$ cat config.mk
export PLATFORM = sky130hd
export DESIGN_NAME = sbp_regs
export DESIGN_NICKNAME = d
export VERILOG_FILES = /design/src/hw/sbp_pkg.sv /design/src/hw/sbp_regs.sv
export SDC_FILE = /design/constraint.sdc
export NUM_CORES = 1
export LEC_CHECK = 0
export BUFFER_PORTS_ARGS = -buffer_cell sky130_fd_sc_hd__buf_2
export CORE_ASPECT_RATIO = 1.5
export CORE_MARGIN = 2
export CORE_UTILIZATION = 46
export DETAILED_ROUTE_END_ITERATION = 8
export PLACE_DENSITY = 0.86
export SETUP_SLACK_MARGIN = 0.1
export SLEW_MARGIN = 20
export SYNTH_ARGS = -nofsm -noshare
export SYNTH_HDL_FRONTEND = slang
export SYNTH_SLANG_ARGS = --single-unit
$ cat constraint.sdc
create_clock -name mclk_in -period 2.08 [get_ports mclk_in]
set_input_delay 0.416 -clock mclk_in [delete_from_list [all_inputs] [get_ports mclk_in]]
set_output_delay 0.416 -clock mclk_in [all_outputs]
set_load 0.02 [all_outputs]
$ cat src/hw/sbp_pkg.sv
// Purpose: shared constants and types for the serial bus phy base register bank
// Assumes: 8-bit registers in the low byte of 32-bit apb words
// Notes: field bit k of the bus convention maps to data bit (7 - k)
package sbp_pkg;

    // register byte addresses (word aligned)
    localparam logic [11:0] ADDR_NODE_STATUS = 12'h000;
    localparam logic [11:0] ADDR_RESET_GAP = 12'h004;
    localparam logic [11:0] ADDR_MAP_PORTS = 12'h008;
    localparam logic [11:0] ADDR_SPEED_DELAY = 12'h00c;
    localparam logic [11:0] ADDR_SELFID_CTRL = 12'h010;
    localparam logic [11:0] ADDR_EVENT_STATUS = 12'h014;

    // reset values and the misconfigured node number
    localparam logic [5:0] NODE_NUMBER_RST = 6'h00;
    localparam logic [5:0] GAP_SETTING_RST = 6'h3f;
    localparam logic [5:0] NODE_MISCONFIG = 6'h3f;
    localparam logic LINK_ACTIVE_RST = 1'b1;
    localparam logic CONTENDER_RST = 1'b0;
    localparam logic [1:0] PWR_CLASS_HI_RST = 2'h0;
    localparam logic CABLE_POWER_LOST_RST = 1'b1;

    // hard-wired capability fields
    localparam logic [2:0] MAP_FORMAT = 3'h7;
    localparam logic [3:0] PORT_COUNT = 4'h2;
    localparam logic [2:0] SPEED_CAP = 3'h2;
    localparam logic [3:0] REPEATER_DELAY = 4'h0;
    localparam logic [2:0] DELAY_SPREAD = 3'h0;

    // long bus reset duration
    localparam int LONG_RESET_US = 166;
    localparam int CLK_MHZ = 10;
    localparam int LONG_RESET_CYC = LONG_RESET_US * CLK_MHZ;
    localparam int LONG_RESET_W = 11;

    typedef struct packed {
        logic [5:0] node_number;
        logic is_root;
        logic tree_valid;
    } sbp_selfid_result_t;

    typedef struct packed {
        logic link_active;
        logic contender;
        logic [2:0] power_class;
    } sbp_selfid_fields_t;

endpackage

$ cat src/hw/sbp_regs.sv
// Purpose: base register bank of the serial bus phy core, apb slave
// Assumes: pin inputs synchronous to mclk_in; detector level already qualified
// Notes: registers occupy data bits 7:0; upper bits read zero
`timescale 1ns/1ps
`default_nettype none

module sbp_regs #(
    parameter int LONG_RESET_CYC = sbp_pkg::LONG_RESET_CYC
) (
    input wire logic mclk_in,
    input wire logic arst_n_in,
    // apb slave
    input wire logic psel_in,
    input wire logic penable_in,
    input wire logic pwrite_in,
    input wire logic [11:0] paddr_in,
    input wire logic [31:0] pwdata_in,
    input wire logic [3:0] pstrb_in,
    output logic [31:0] prdata_out,
    output logic pready_out,
    output logic pslverr_out,
    // phy core side
    input wire sbp_pkg::sbp_selfid_result_t selfid_result_in,
    input wire logic cable_power_ok_in,
    input wire logic link_power_status_in,
    input wire logic power_class_strap_pin_in,
    output logic force_root_out,
    output logic long_reset_active_out,
    output logic [5:0] gap_setting_out,
    output sbp_pkg::sbp_selfid_fields_t selfid_fields_out,
    output logic link_tx_enable_out
);

    // reverse bit order: bus convention bit 0 is msb
    function automatic logic [7:0] bitrev8(input logic [7:0] v);
        logic [7:0] r;
        r = 8'h00;
        for (int i = 0; i < 8; i++) begin
            r[i] = v[7 - i];
        end
        return r;
    endfunction

    logic [5:0] node_number_q;
    logic is_root_q;
    logic cable_power_status_q;
    logic cable_power_lost_q;
    logic force_root_request_q;
    logic long_reset_req_q;
    logic [5:0] gap_setting_q;
    logic link_active_control_q;
    logic contender_q;
    logic [2:0] power_class_q;
    logic strap_loaded_q;

    // counter wide enough for the full reset length, whatever the parameter
    localparam int LONG_RESET_W_L = $clog2(LONG_RESET_CYC + 1);

    logic [LONG_RESET_W_L-1:0] reset_cnt_q;

    logic wr_en;
    logic rd_en;
    logic addr_ok;
    logic [7:0] wbyte;

    assign wr_en = psel_in && penable_in && pwrite_in && pstrb_in[0];
    assign rd_en = psel_in && penable_in && !pwrite_in;
    // field order in the byte is msb-first, so bit 0 of the field map is data bit 7
    assign wbyte = bitrev8(pwdata_in[7:0]);

    always_comb begin
        addr_ok = 1'b1;
        if (paddr_in == sbp_pkg::ADDR_NODE_STATUS) begin
            addr_ok = 1'b1;
        end else if (paddr_in == sbp_pkg::ADDR_RESET_GAP) begin
            addr_ok = 1'b1;
        end else if (paddr_in == sbp_pkg::ADDR_MAP_PORTS) begin
            addr_ok = 1'b1;
        end else if (paddr_in == sbp_pkg::ADDR_SPEED_DELAY) begin
            addr_ok = 1'b1;
        end else if (paddr_in == sbp_pkg::ADDR_SELFID_CTRL) begin
            addr_ok = 1'b1;
        end else if (paddr_in == sbp_pkg::ADDR_EVENT_STATUS) begin
            addr_ok = 1'b1;
        end else begin
            addr_ok = 1'b0;
        end
    end

    assign pready_out = 1'b1;
    assign pslverr_out = psel_in && penable_in && !addr_ok;

    // self-id results; node number and root flag only change from the tree logic
    always_ff @(posedge mclk_in or negedge arst_n_in) begin
        if (!arst_n_in) begin
            node_number_q <= sbp_pkg::NODE_NUMBER_RST;
            is_root_q <= 1'b0;
        end else if (selfid_result_in.tree_valid) begin
            node_number_q <= selfid_result_in.node_number;
            is_root_q <= selfid_result_in.is_root;
        end
    end

    // cable power status and lost flag; a fall in the clear cycle still sets
    always_ff @(posedge mclk_in or negedge arst_n_in) begin
        if (!arst_n_in) begin
            cable_power_status_q <= 1'b0;
            cable_power_lost_q <= sbp_pkg::CABLE_POWER_LOST_RST;
        end else begin
            cable_power_status_q <= cable_power_ok_in;
            if (cable_power_status_q && !cable_power_ok_in) begin
                cable_power_lost_q <= 1'b1;
            end else if (wr_en && paddr_in == sbp_pkg::ADDR_EVENT_STATUS && wbyte[3]) begin
                cable_power_lost_q <= 1'b0;
            end
        end
    end

    // writable control fields
    always_ff @(posedge mclk_in or negedge arst_n_in) begin
        if (!arst_n_in) begin
            force_root_request_q <= 1'b0;
            gap_setting_q <= sbp_pkg::GAP_SETTING_RST;
            link_active_control_q <= sbp_pkg::LINK_ACTIVE_RST;
            contender_q <= sbp_pkg::CONTENDER_RST;
        end else if (wr_en && paddr_in == sbp_pkg::ADDR_RESET_GAP) begin
            force_root_request_q <= wbyte[0];
            gap_setting_q <= {wbyte[2], wbyte[3], wbyte[4], wbyte[5], wbyte[6], wbyte[7]};
        end else if (wr_en && paddr_in == sbp_pkg::ADDR_SELFID_CTRL) begin
            link_active_control_q <= wbyte[0];
            contender_q <= wbyte[1];
        end
    end

    // power class: strap caught by a clocked load on the first edge after release
    always_ff @(posedge mclk_in or negedge arst_n_in) begin
        if (!arst_n_in) begin
            power_class_q <= 3'h0;
            strap_loaded_q <= 1'b0;
        end else if (!strap_loaded_q) begin
            strap_loaded_q <= 1'b1;
            power_class_q <= {sbp_pkg::PWR_CLASS_HI_RST, power_class_strap_pin_in};
        end else if (wr_en && paddr_in == sbp_pkg::ADDR_SELFID_CTRL) begin
            power_class_q <= {wbyte[5], wbyte[6], wbyte[7]};
        end
    end

    // long bus reset: request bit self-clears when the timer is started
    always_ff @(posedge mclk_in or negedge arst_n_in) begin
        if (!arst_n_in) begin
            long_reset_req_q <= 1'b0;
            reset_cnt_q <= '0;
        end else begin
            if (long_reset_req_q) begin
                long_reset_req_q <= 1'b0;
                reset_cnt_q <= LONG_RESET_W_L'(LONG_RESET_CYC);
            end else if (reset_cnt_q != '0) begin
                reset_cnt_q <= reset_cnt_q - 1'b1;
            end
            if (wr_en && paddr_in == sbp_pkg::ADDR_RESET_GAP && wbyte[1]) begin
                long_reset_req_q <= 1'b1;
            end
        end
    end

    assign long_reset_active_out = reset_cnt_q != '0;
    assign force_root_out = force_root_request_q;
    assign gap_setting_out = gap_setting_q;
    assign selfid_fields_out.link_active = link_active_control_q && link_power_status_in;
    assign selfid_fields_out.contender = contender_q;
    assign selfid_fields_out.power_class = power_class_q;
    // misconfigured bus: keep the link silent
    assign link_tx_enable_out = node_number_q != sbp_pkg::NODE_MISCONFIG;

    // read data: assembled in bus bit order, msb-first, with no net reversal into data bits
    logic [7:0] rbyte;
    always_comb begin
        rbyte = 8'h00;
        if (paddr_in == sbp_pkg::ADDR_NODE_STATUS) begin
            rbyte = {node_number_q[5], node_number_q[4], node_number_q[3], node_number_q[2],
                     node_number_q[1], node_number_q[0], is_root_q, cable_power_status_q};
            rbyte = bitrev8(bitrev8(rbyte));
        end else if (paddr_in == sbp_pkg::ADDR_RESET_GAP) begin
            rbyte = {force_root_request_q, long_reset_req_q, gap_setting_q};
        end else if (paddr_in == sbp_pkg::ADDR_MAP_PORTS) begin
            rbyte = {sbp_pkg::MAP_FORMAT, 1'b0, sbp_pkg::PORT_COUNT};
        end else if (paddr_in == sbp_pkg::ADDR_SPEED_DELAY) begin
            rbyte = {sbp_pkg::SPEED_CAP, 1'b0, sbp_pkg::REPEATER_DELAY};
        end else if (paddr_in == sbp_pkg::ADDR_SELFID_CTRL) begin
            rbyte = {link_active_control_q, contender_q, sbp_pkg::DELAY_SPREAD, power_class_q};
        end else if (paddr_in == sbp_pkg::ADDR_EVENT_STATUS) begin
            // lost flag reads at the same data bit that a write of one clears
            rbyte = {3'h0, cable_power_lost_q, 4'h0};
        end else begin
            rbyte = 8'h00;
        end
    end

    // the msb-first layout above already matches data bits 7..0 directly
    always_ff @(posedge mclk_in or negedge arst_n_in) begin
        if (!arst_n_in) begin
            prdata_out <= 32'h0000_0000;
        end else if (psel_in && !penable_in && !pwrite_in) begin
            prdata_out <= {24'h00_0000, rbyte};
        end
    end

endmodule // sbp_regs

`default_nettype wire

### Word-level counts from Yosys, hierarchy flattened

Index checks and enable logic that the tools add are counted.

* add/subtract/negate cells: 1
* eq/ne operators: 7
* multiplexer cells: 19
* bitwise logic cells: 1
* reduce and logical (&&, ||, !) cells: 22

Operators with widths (number)
* 8-bit 2-to-1 mux: 5
* 12-bit by 4-bit == test with 1-bit output (second input constant): 2
* 12-bit by 5-bit == test with 1-bit output (second input constant): 2
* 11-bit 2-to-1 mux: 2
* 1-bit logical AND: 13
* 12-bit by 3-bit == test with 1-bit output (second input constant): 1
* 12-bit zero test: 1
* 11-bit nonzero test: 1
* 11-bit by 1-bit subtractor with 11-bit output (second input constant): 1
* 1-bit 2-to-1 mux: 9
* 3-bit 2-to-1 mux: 2
* 6-bit inequality test (second input constant): 1
* 5-bit 2-to-1 mux: 1
* 1-bit zero test: 4
* 2-bit nonzero test: 2
* 2-bit by 1-bit inequality test with 1-bit output (second input constant): 1
* 2-bit AND reduction: 1
* 1-bit inverter: 1

* register bits: 42
* output and inout port bits: 48
* word-level logic and storage cells: 63

### Logic depth before layout (Yosys ltp)

Gate-level depths: netlist of run 1.

* word-level depth: 9
* depth in mapped cells: 6

### Worst setup path before layout of run 1

Ideal clock, no wire load.

* path type: register to register
* from: reg reset_cnt_q[0]
* to: reg reset_cnt_q[0]
* library setup time: 131 ps
* data arrival time: 1594 ps
* data required time: 1949 ps
* slack: 355 ps
* cell stages (with the launch flop): 7
* path buffers: 0
* clock period less this slack: 1725 ps
* path through: dfrtp_1 > inv_1 > ha_1 > nor3b_1 > nand3_1 > xnor2_1 > nor2_1

* elaborated cells on any way between the ends: 5

RTL lines
* start, declared: line sbp_regs.sv:59 `logic [LONG_RESET_W_L-1:0] reset_cnt_q;`
* start signal, assigned: line sbp_regs.sv:156 `reset_cnt_q <= LONG_RESET_W_L'(LONG_RESET_CYC);`
* start signal, assigned: line sbp_regs.sv:158 `reset_cnt_q <= reset_cnt_q - 1'b1;`
* 11-bit nonzero test
* via long_reset_active_out: line sbp_regs.sv:28 `output logic long_reset_active_out,`
* 2-bit nonzero test (no source line)

The timed path passes the listed nets, and every way through them passes these cells. The select of a mux whose other input is x is not followed.
A chain may end at the register's enable or synchronous reset.

### Worst setup path in the final report of run 1

* from: reg reset_cnt_q[0]
* to: out long_reset_active_out

* cells in the longest elaborated chain, start to end: 1

Ends and longest elaborated chain
* 11-bit nonzero test: line sbp_regs.sv:166 `assign long_reset_active_out = reset_cnt_q != '0;`
* end, declared: line sbp_regs.sv:28

Every way passes these cells.

==> results of run 1 <==
## synth_stat cells (3+ instances only)
cell and number:
clkbuf_1 6, nand2_1 8, o21ai_0 10, nand3_1 8, nor2b_1 5, o31ai_1 5, nor2_1 17, mux2_2 16
dfrtp_1 34, o22ai_1 3, buf_4 26, a21oi_1 10, dfstp_2 8, nand2b_1 3, nor3_1 3, inv_1 9
and4_1 3
## cell type report
class / count / area [µm²]
clock buffer: 6 / 82.6
sequential: 42 / 1060
fill: 423 / 1980
inverter: 9 / 33.8
timing repair buffer: 73 / 422
multi-input combinational: 165 / 1130
clock inverter: 2 / 60.1
tap: 66 / 82.6
## logic make-up (layout without fill, tap and decap cells)
logic type / after synthesis / count (layout) / share of synthesized area [%]
muxes: 18 / 18 / 8.65
AOI/OAI and AO/OA: 45 / 45 / 13.1
and+or+nand+nor: 71 / 71 / 18.8
other: 2 / 26 / 0.324
buffers and inverters: 42 / 90 / 11.1
adders and majority gates: 2 / 2 / 1.08
xor gates and xnor gates: 3 / 3 / 1.14
DFF: 42 / 42 / 45.8
## metal layers
metal,vias to the layer above,global-route usage (%)
li1,888,-
met1,921,22.9
met2,55,33.5
met3,9,4.30
met4,0,7.27
met5,-,0
## critical path: cells and delay by family, from the launching register on
kind | cells | cell delay [ps]
flops | 1 | 420
simple gates | 2 | 320
buf+inv | 2 | 310
fa+ha+maj | 1 | 160
## through the flow
| step | hold WS, ps | instances |
|---|---|---|
| 6_report | 84.0 | 363 |
| 5_1_grt | 118 | 363 |
| 4_1_cts | 90.8 | 357 |
| 3_5_place_dp | 423 | 347 |
| 3_3_place_gp | 414 | 347 |
| 2_1_floorplan | 120 | 249 |
## flip-flops by register name, summed over array words and instances (netlist names)
name,flops
cable_power_status_q,1
gap_setting_out,6
long_reset_req_q,1
contender_q,1
prdata_out,8
node_number_q,6
force_root_out,1
cable_power_lost_q,1
power_class_q,3
strap_loaded_q,1
reset_cnt_q,11
link_active_control_q,1
is_root_q,1
## path summary, 6_finish.rpt
check                                                start  slack (ps)                        endpoint
max in group asynchronous                        arst_n_in        1420  gap_setting_out[2]$_DFFE_PN1N_
min in group mclk_in                     cable_power_ok_in         240  cable_power_status_q$_DFF_PN0_
worst max register to register  reset_cnt_q[0]$_DFFE_PN0P_         190      reset_cnt_q[8]$_DFFE_PN0P_
worst min register to register   prdata_out[2]$_DFFE_PN0P_         490       prdata_out[2]$_DFFE_PN0P_
worst min-delay path                             arst_n_in          80      reset_cnt_q[2]$_DFFE_PN0P_
worst max-delay path            reset_cnt_q[0]$_DFFE_PN0P_         160           long_reset_active_out
## cells in the final DEF (no fill, tap or decap), types with 2 or more instances in the layout
cell type | Yosys | layout
a21o_1 | 2 | 2
a21oi_1 | 10 | 10
a22o_1 | 2 | 2
a31oi_1 | 2 | 2
and2_1 | 2 | 2
and4_1 | 3 | 3
buf_2 | 1 | 57
buf_4 | 26 | 14
bufinv_16 | 0 | 2
clkbuf_8 | 0 | 6
conb_1 | 2 | 26
dfrtp_1 | 34 | 34
dfstp_2 | 8 | 8
inv_1 | 9 | 9
mux2_2 | 16 | 16
mux2i_1 | 2 | 2
nand2_1 | 8 | 8
nand2b_1 | 3 | 3
nand3_1 | 8 | 7
nand3b_1 | 2 | 2
nor2_1 | 17 | 17
nor2b_1 | 5 | 5
nor3_1 | 3 | 3
nor3_2 | 2 | 2
o211ai_1 | 2 | 2
o21ai_0 | 10 | 10
o22ai_1 | 3 | 3
o31ai_1 | 5 | 5
o41ai_1 | 2 | 2
or2_2 | 2 | 2
or3_1 | 2 | 2
or4_1 | 2 | 2
xnor2_1 | 2 | 2
## power by group
group          leakage (nW)  total [mW]  internal [mW]  switching (mW)
clock                0.0714       0.789          0.512           0.277
combinational         0.780       0.620          0.298           0.322
sequential            0.514        1.11          0.943           0.162
total                  1.36        2.51           1.75           0.761
## timing repair
item,4_1_cts,5_1_grt
gates resized for setup,1,9
pin swaps,2,3
buffers inserted,2,6
endpoints found under the setup margin,2,4
==> reports/results.ini, run 1 <==
[clock_tree]
cts_made_buffers = 5
clk_latency_ps = 300
htree_levels = 2
cts_tree = built
cts.path.max_buffers = 2
hold_buffers = 0
clk_pin_slew_ps = 80
cts_sinks = 42
cts_root_buffer = clkbuf_8

[die]
dieWidth_um = 61.9
start_util_pct = 47.7
die-area_mm2 = 0.00563
die_h_um = 90.9
top_level_ports = 112
fp.coreArea_mm2 = 0.00485
num_rows = 31

[detailed_routing]
met1_length_mm = 1.87
drt_wl_total_mm = 5.12
ant_nets = 0
remaining_drc_errors = 0
top_layer_used = met4
vias_per_cell = 5.16
drt_iter0_drc = 51
dr_wl_met3_um = 267
dr_wl_met2_mm = 2.88
routed-via-count = 1873
firstDrtPassIters = 4
wl_per_cell_um = 14.1

[yosys]
yosysSeqAreaShare_pct = 45.8
synthesis.area_mm2 = 0.00231
synth.area.top_cells = dfrtp_1, dfstp_2, buf_4
ys_ff_latch = 42
synth_edf_count = 0
synth_ff_type = dfrtp_1
ys_types = 51
synth_area_leader_cell = dfrtp_1
synthDominantCellAreaShare_pct = 36.8
syn_inst = 225
synth_warnings = 0
synthArstFlopShare_pct = 100
avgSynthCellArea_um2 = 10.3

[cells_and_area]
fin_util_pct = 59.2
diodes = 0
finalInstanceArea_mm2 = 0.00287
nNetsFinal = 362
drive_gt1_share_pct = 41.4
syn2layout_area_growth_pct = 23.9

[global_route]
grt_pass1_wl_mm = 8.33
grt_pass1_vias = 1837
gr-usage-all-layers_pct = 19.6
grt_max_degree = 24
grt.overflow.total = 0
antenna_found_initial = 0

[sta]
hold_viol = 0
max-slew-margin-rel_pct = 64.9
finClkSkew_ps = 6.70
period_minus_slack_ps = 1920
setup_viol_count_final = 0
tightest_slew_ps = 527
tns_ps = 0
slew_viol_final = 0
fin_crit_sh_pct = 92.3
fmax_mhz = 521
worst_slack_ps = 160
rsz0062_at_grt = yes

[place]
gp_congestion = 0.820
preCtsSetupSlack_ps = 101
io_buffers = 59
dp_hpwl_mm = 3.97
postPlaceCellArea_mm2 = 0.00262

[worst_setup_path]
end_kind = primary output
cp_cell_sequence = inv_1 -> ha_4 -> nor3b_4 -> nand3_2 -> buf_4
required_ps = 1660
worstPathArrival_ps = 1500
worstRegToRegCells = 6
crit_fanout = 4
startpoint_type = register
cpPeakStageDelay_ps = 420
critPathKind = register to primary output
crit_path_top_delay_cell = dfrtp_1

[pwr]
power.total_mw = 2.51
power_density_mw_per_mm2 = 876
leakage_nw = 1.36
ir_drop_v = 0.000381

[flow_run]
maxCapViolCount = 0

[status]
status = finished clean

[min_path]
holdCritPathClass = input pin to asynchronous set/reset pin

(Power assumes the default switching activity.)
==> inputs of run 2 (changes only) <==
Settings changed: BUFFER_PORTS_ARGS -buffer_cell sky130_fd_sc_hd__buf_2 to -buffer_cell sky130_fd_sc_hd__clkbuf_2, CELL_PAD_IN_SITES_DETAIL_PLACEMENT set to 2, CELL_PAD_IN_SITES_GLOBAL_PLACEMENT set to 2, CORE_UTILIZATION 46 to 27, PLACE_DENSITY 0.86 to 0.87, REMOVE_ABC_BUFFERS set to 1.
==> run 2 against run 1 <==
- clock-buffer cell count grew 1
- flip-flop and latch count is the same
- combinational power is 4.7% higher
- critical path depth unchanged
- power rose by 1.9%
- global-route usage is 3.9 points lower
- clock power up 1%
- clock skew decreased by 3.8 ps
- sequential power hardly changed
- utilization fell by 24 points
- sequential share of layout area fell by 0.63 points
- highest routed layer unchanged
==> reports/results.ini, run 2 (synthesis results as in run 1) <==
[die]
dieWidth_um = 79.6  ; +29%
fp.coreArea_mm2 = 0.00836  ; +72%
die_h_um = 117  ; +29%
top_level_ports = 112  ; unchanged
num_rows = 41  ; +32%
start_util_pct = 27.7  ; -20 points
die-area_mm2 = 0.00935  ; +66%

[pwr]
internal_power_mw = 1.71  ; -2.4%
power.share.switching_pct = 33.3  ; +3.0 points
power_density_mw_per_mm2 = 878  ; +0.19%
switching_power_uw = 852  ; +12%
seq_power_share_pct = 43.6  ; -0.4 points
leakage_nw = 1.36  ; -0.38%
ir_drop_v = 0.000422  ; +11%
combPwrFrac_pct = 25.3  ; +0.7 points
clkPwrFrac_pct = 31.1  ; -0.3 points

[sta]
max-slew-margin-rel_pct = 65.9  ; +1.1 points
fmax_mhz = 516  ; -0.85%
hold_viol = 0  ; unchanged
worst_slack_ps = 144  ; -16.5 ps
finClkSkew_ps = 2.91  ; -3.79 ps
tns_ps = 0  ; unchanged
slew_viol_final = 0  ; unchanged
tightest_slew_ps = 510  ; -17.3 ps
setup_viol_count_final = 0  ; unchanged
fin_crit_sh_pct = 93.1  ; +0.79 points
period_minus_slack_ps = 1940  ; +16.5 ps
hold_ws_ps = 255  ; +171 ps
rsz0062_at_grt = yes

[detailed_routing]
vias_per_cell = 4.76  ; -7.7%
dr_wl_met2_mm = 4.31  ; +50%
wl_per_cell_um = 17.6  ; +25%
drt_wl_total_mm = 7.12  ; +39%
drt_iter0_drc = 42  ; -18%
ant_nets = 0  ; unchanged
met1_length_mm = 2.38  ; +27%
dr_wl_met3_um = 272  ; +1.9%
firstDrtPassIters = 4  ; unchanged
remaining_drc_errors = 0  ; unchanged
routed-via-count = 1928  ; +2.9%
top_layer_used = met4

[cells_and_area]
final_cell_mix = clkbuf_2, dfrtp_1, conb_1, nor2_1, mux2_2
finalNonFillerCells = 405  ; +12%
nNetsFinal = 363  ; +0.28%
drive_gt1_share_pct = 40.9  ; -0.47 points
largest_register_ff_count = 11  ; unchanged
syn2layout_area_growth_pct = 26.1
layout_commonest_cell = clkbuf_2
fill_cells = 936  ; +120%
reg_top3 = reset_cnt_q (11), prdata_out (8)
regMostFlops = reset_cnt_q
diodes = 0  ; unchanged

[worst_setup_path]
cpPeakStageDelay_ps = 400  ; -20 ps
cp_cell_sequence = inv_1 -> ha_4 -> nor3b_4 -> nand3_2 -> buf_8
required_ps = 1660  ; about the same
crit_path_end = long_reset_active_out
r2r_start = reset_cnt_q[0]$_DFFE_PN0P_
startpoint_type = register
rrSetupSlack_ps = 190  ; about the same
startpoint = reset_cnt_q[0]$_DFFE_PN0P_
end_kind = primary output
worstReg2RegEnd = reset_cnt_q[6]$_DFFE_PN0P_
worstRegToRegCells = 6  ; unchanged
worstPathArrival_ps = 1520  ; +20 ps
crit_path_top_delay_cell = dfrtp_1
crit_fanout = 3  ; -1
critPathKind = register to primary output

[global_route]
grt_max_degree = 20  ; -17%
grt_pass1_vias = 2204  ; +20%
gr-usage-all-layers_pct = 15.8  ; -3.9 points
grt.overflow.total = 0  ; unchanged
antenna_found_initial = 0  ; unchanged
grt_pass1_wl_mm = 11.3  ; +36%

[clock_tree]
cts_made_buffers = 5  ; unchanged
clk_latency_ps = 290  ; about the same
cts_sinks = 42  ; unchanged
cts.path.max_buffers = 2  ; unchanged
cts_tree = built
cts_root_buffer = clkbuf_16
clk_pin_slew_ps = 60  ; -20 ps
htree_levels = 2  ; unchanged

[flow_run]
maxCapViolCount = 0  ; unchanged

[place]
dpl.cell_count = 392  ; +13%
dp_hpwl_mm = 5.62  ; +41%
io_buffers = 59  ; unchanged
gp_congestion = 0.758  ; -7.5%
preCtsSetupSlack_ps = 99.6  ; -1.42 ps

[status]
status = finished clean

[min_path]
holdCritPathClass = input pin to register

[run 2: changes by cell type in the layout (fill, tap and decap cells not counted), sizes merged]
cell and change:
buf -58, bufinv -2, clkbuf +59, clkinv +1, dlygate4sd3 +1
[run 2: power groups by stage]
stage	clock network [mW]	logic (mW)	registers (mW)
after CTS	0.809	0.610	1.11
after detailed placement	0	0.559	1.12
after floorplan	0	0.360	1.07
final	0.798	0.649	1.12
after global placement	0	0.506	1.10
after global routing	0.847	0.731	1.13
[run 2: area by class of cell]
type	instances	area, µm²	share of cell area (%)
multi-input combinational	165	1120	38.4
sequential	42	1060	36.3
timing repair buffer	74	420	14.4
clock buffer	7	143	4.89
tap	107	134	4.59
inverter	9	33.8	1.16
clock inverter	1	5.00	0.171
[run 2: per-stage QoR]
step | instance area (µm²) | utilization (%) | total power, mW
5_1_grt | 2920 | 34.9 | 2.71
6_report | 2920 | 34.9 | 2.56
3_5_place_dp | 2690 | 32.1 | 1.67
2_1_floorplan | 2180 | - | 1.43
4_1_cts | 2880 | 34.4 | 2.53
3_3_place_gp | 2690 | 32.1 | 1.60
[run 2: worst min path at each step]
stage | slack, ps | endpoint | cells past startpoint | from
after detailed placement | 250 | node_number_q[1]$_DFFE_PN0P_ | 1 | arst_n_in
after floorplan | 120 | cable_power_status_q$_DFF_PN0_ | 0 | arst_n_in
after CTS | 250 | cable_power_status_q$_DFF_PN0_ | 1 | cable_power_ok_in
after global routing | 260 | cable_power_status_q$_DFF_PN0_ | 1 | cable_power_ok_in
after global placement | 240 | node_number_q[1]$_DFFE_PN0P_ | 1 | arst_n_in
final | 250 | cable_power_status_q$_DFF_PN0_ | 1 | cable_power_ok_in
[run 2: routing by layer]
metal  vias up  track usage [%]
met1       970             15.1
met3         9             2.38
met4         0             6.14
li1        890                -
met2        59             31.7
met5         -                0
[run 2: critical path, delay by kind of cell, from the launching register on]
kind,cells,cell delay (ps)
adder cells (fa/ha/maj),1,160
buffers and inverters,2,320
flip-flops,1,400
AND/OR/NAND/NOR,2,350
[run 2: repair_timing]
item / CTS / global route
endpoints found under the setup margin: 1 / 3
pin swaps: 1 / 4
resized for setup: 6 / 4
hold buffers: 1 / 0
buffers inserted: 1 / 3
hold endpoints to repair: 2 / 0
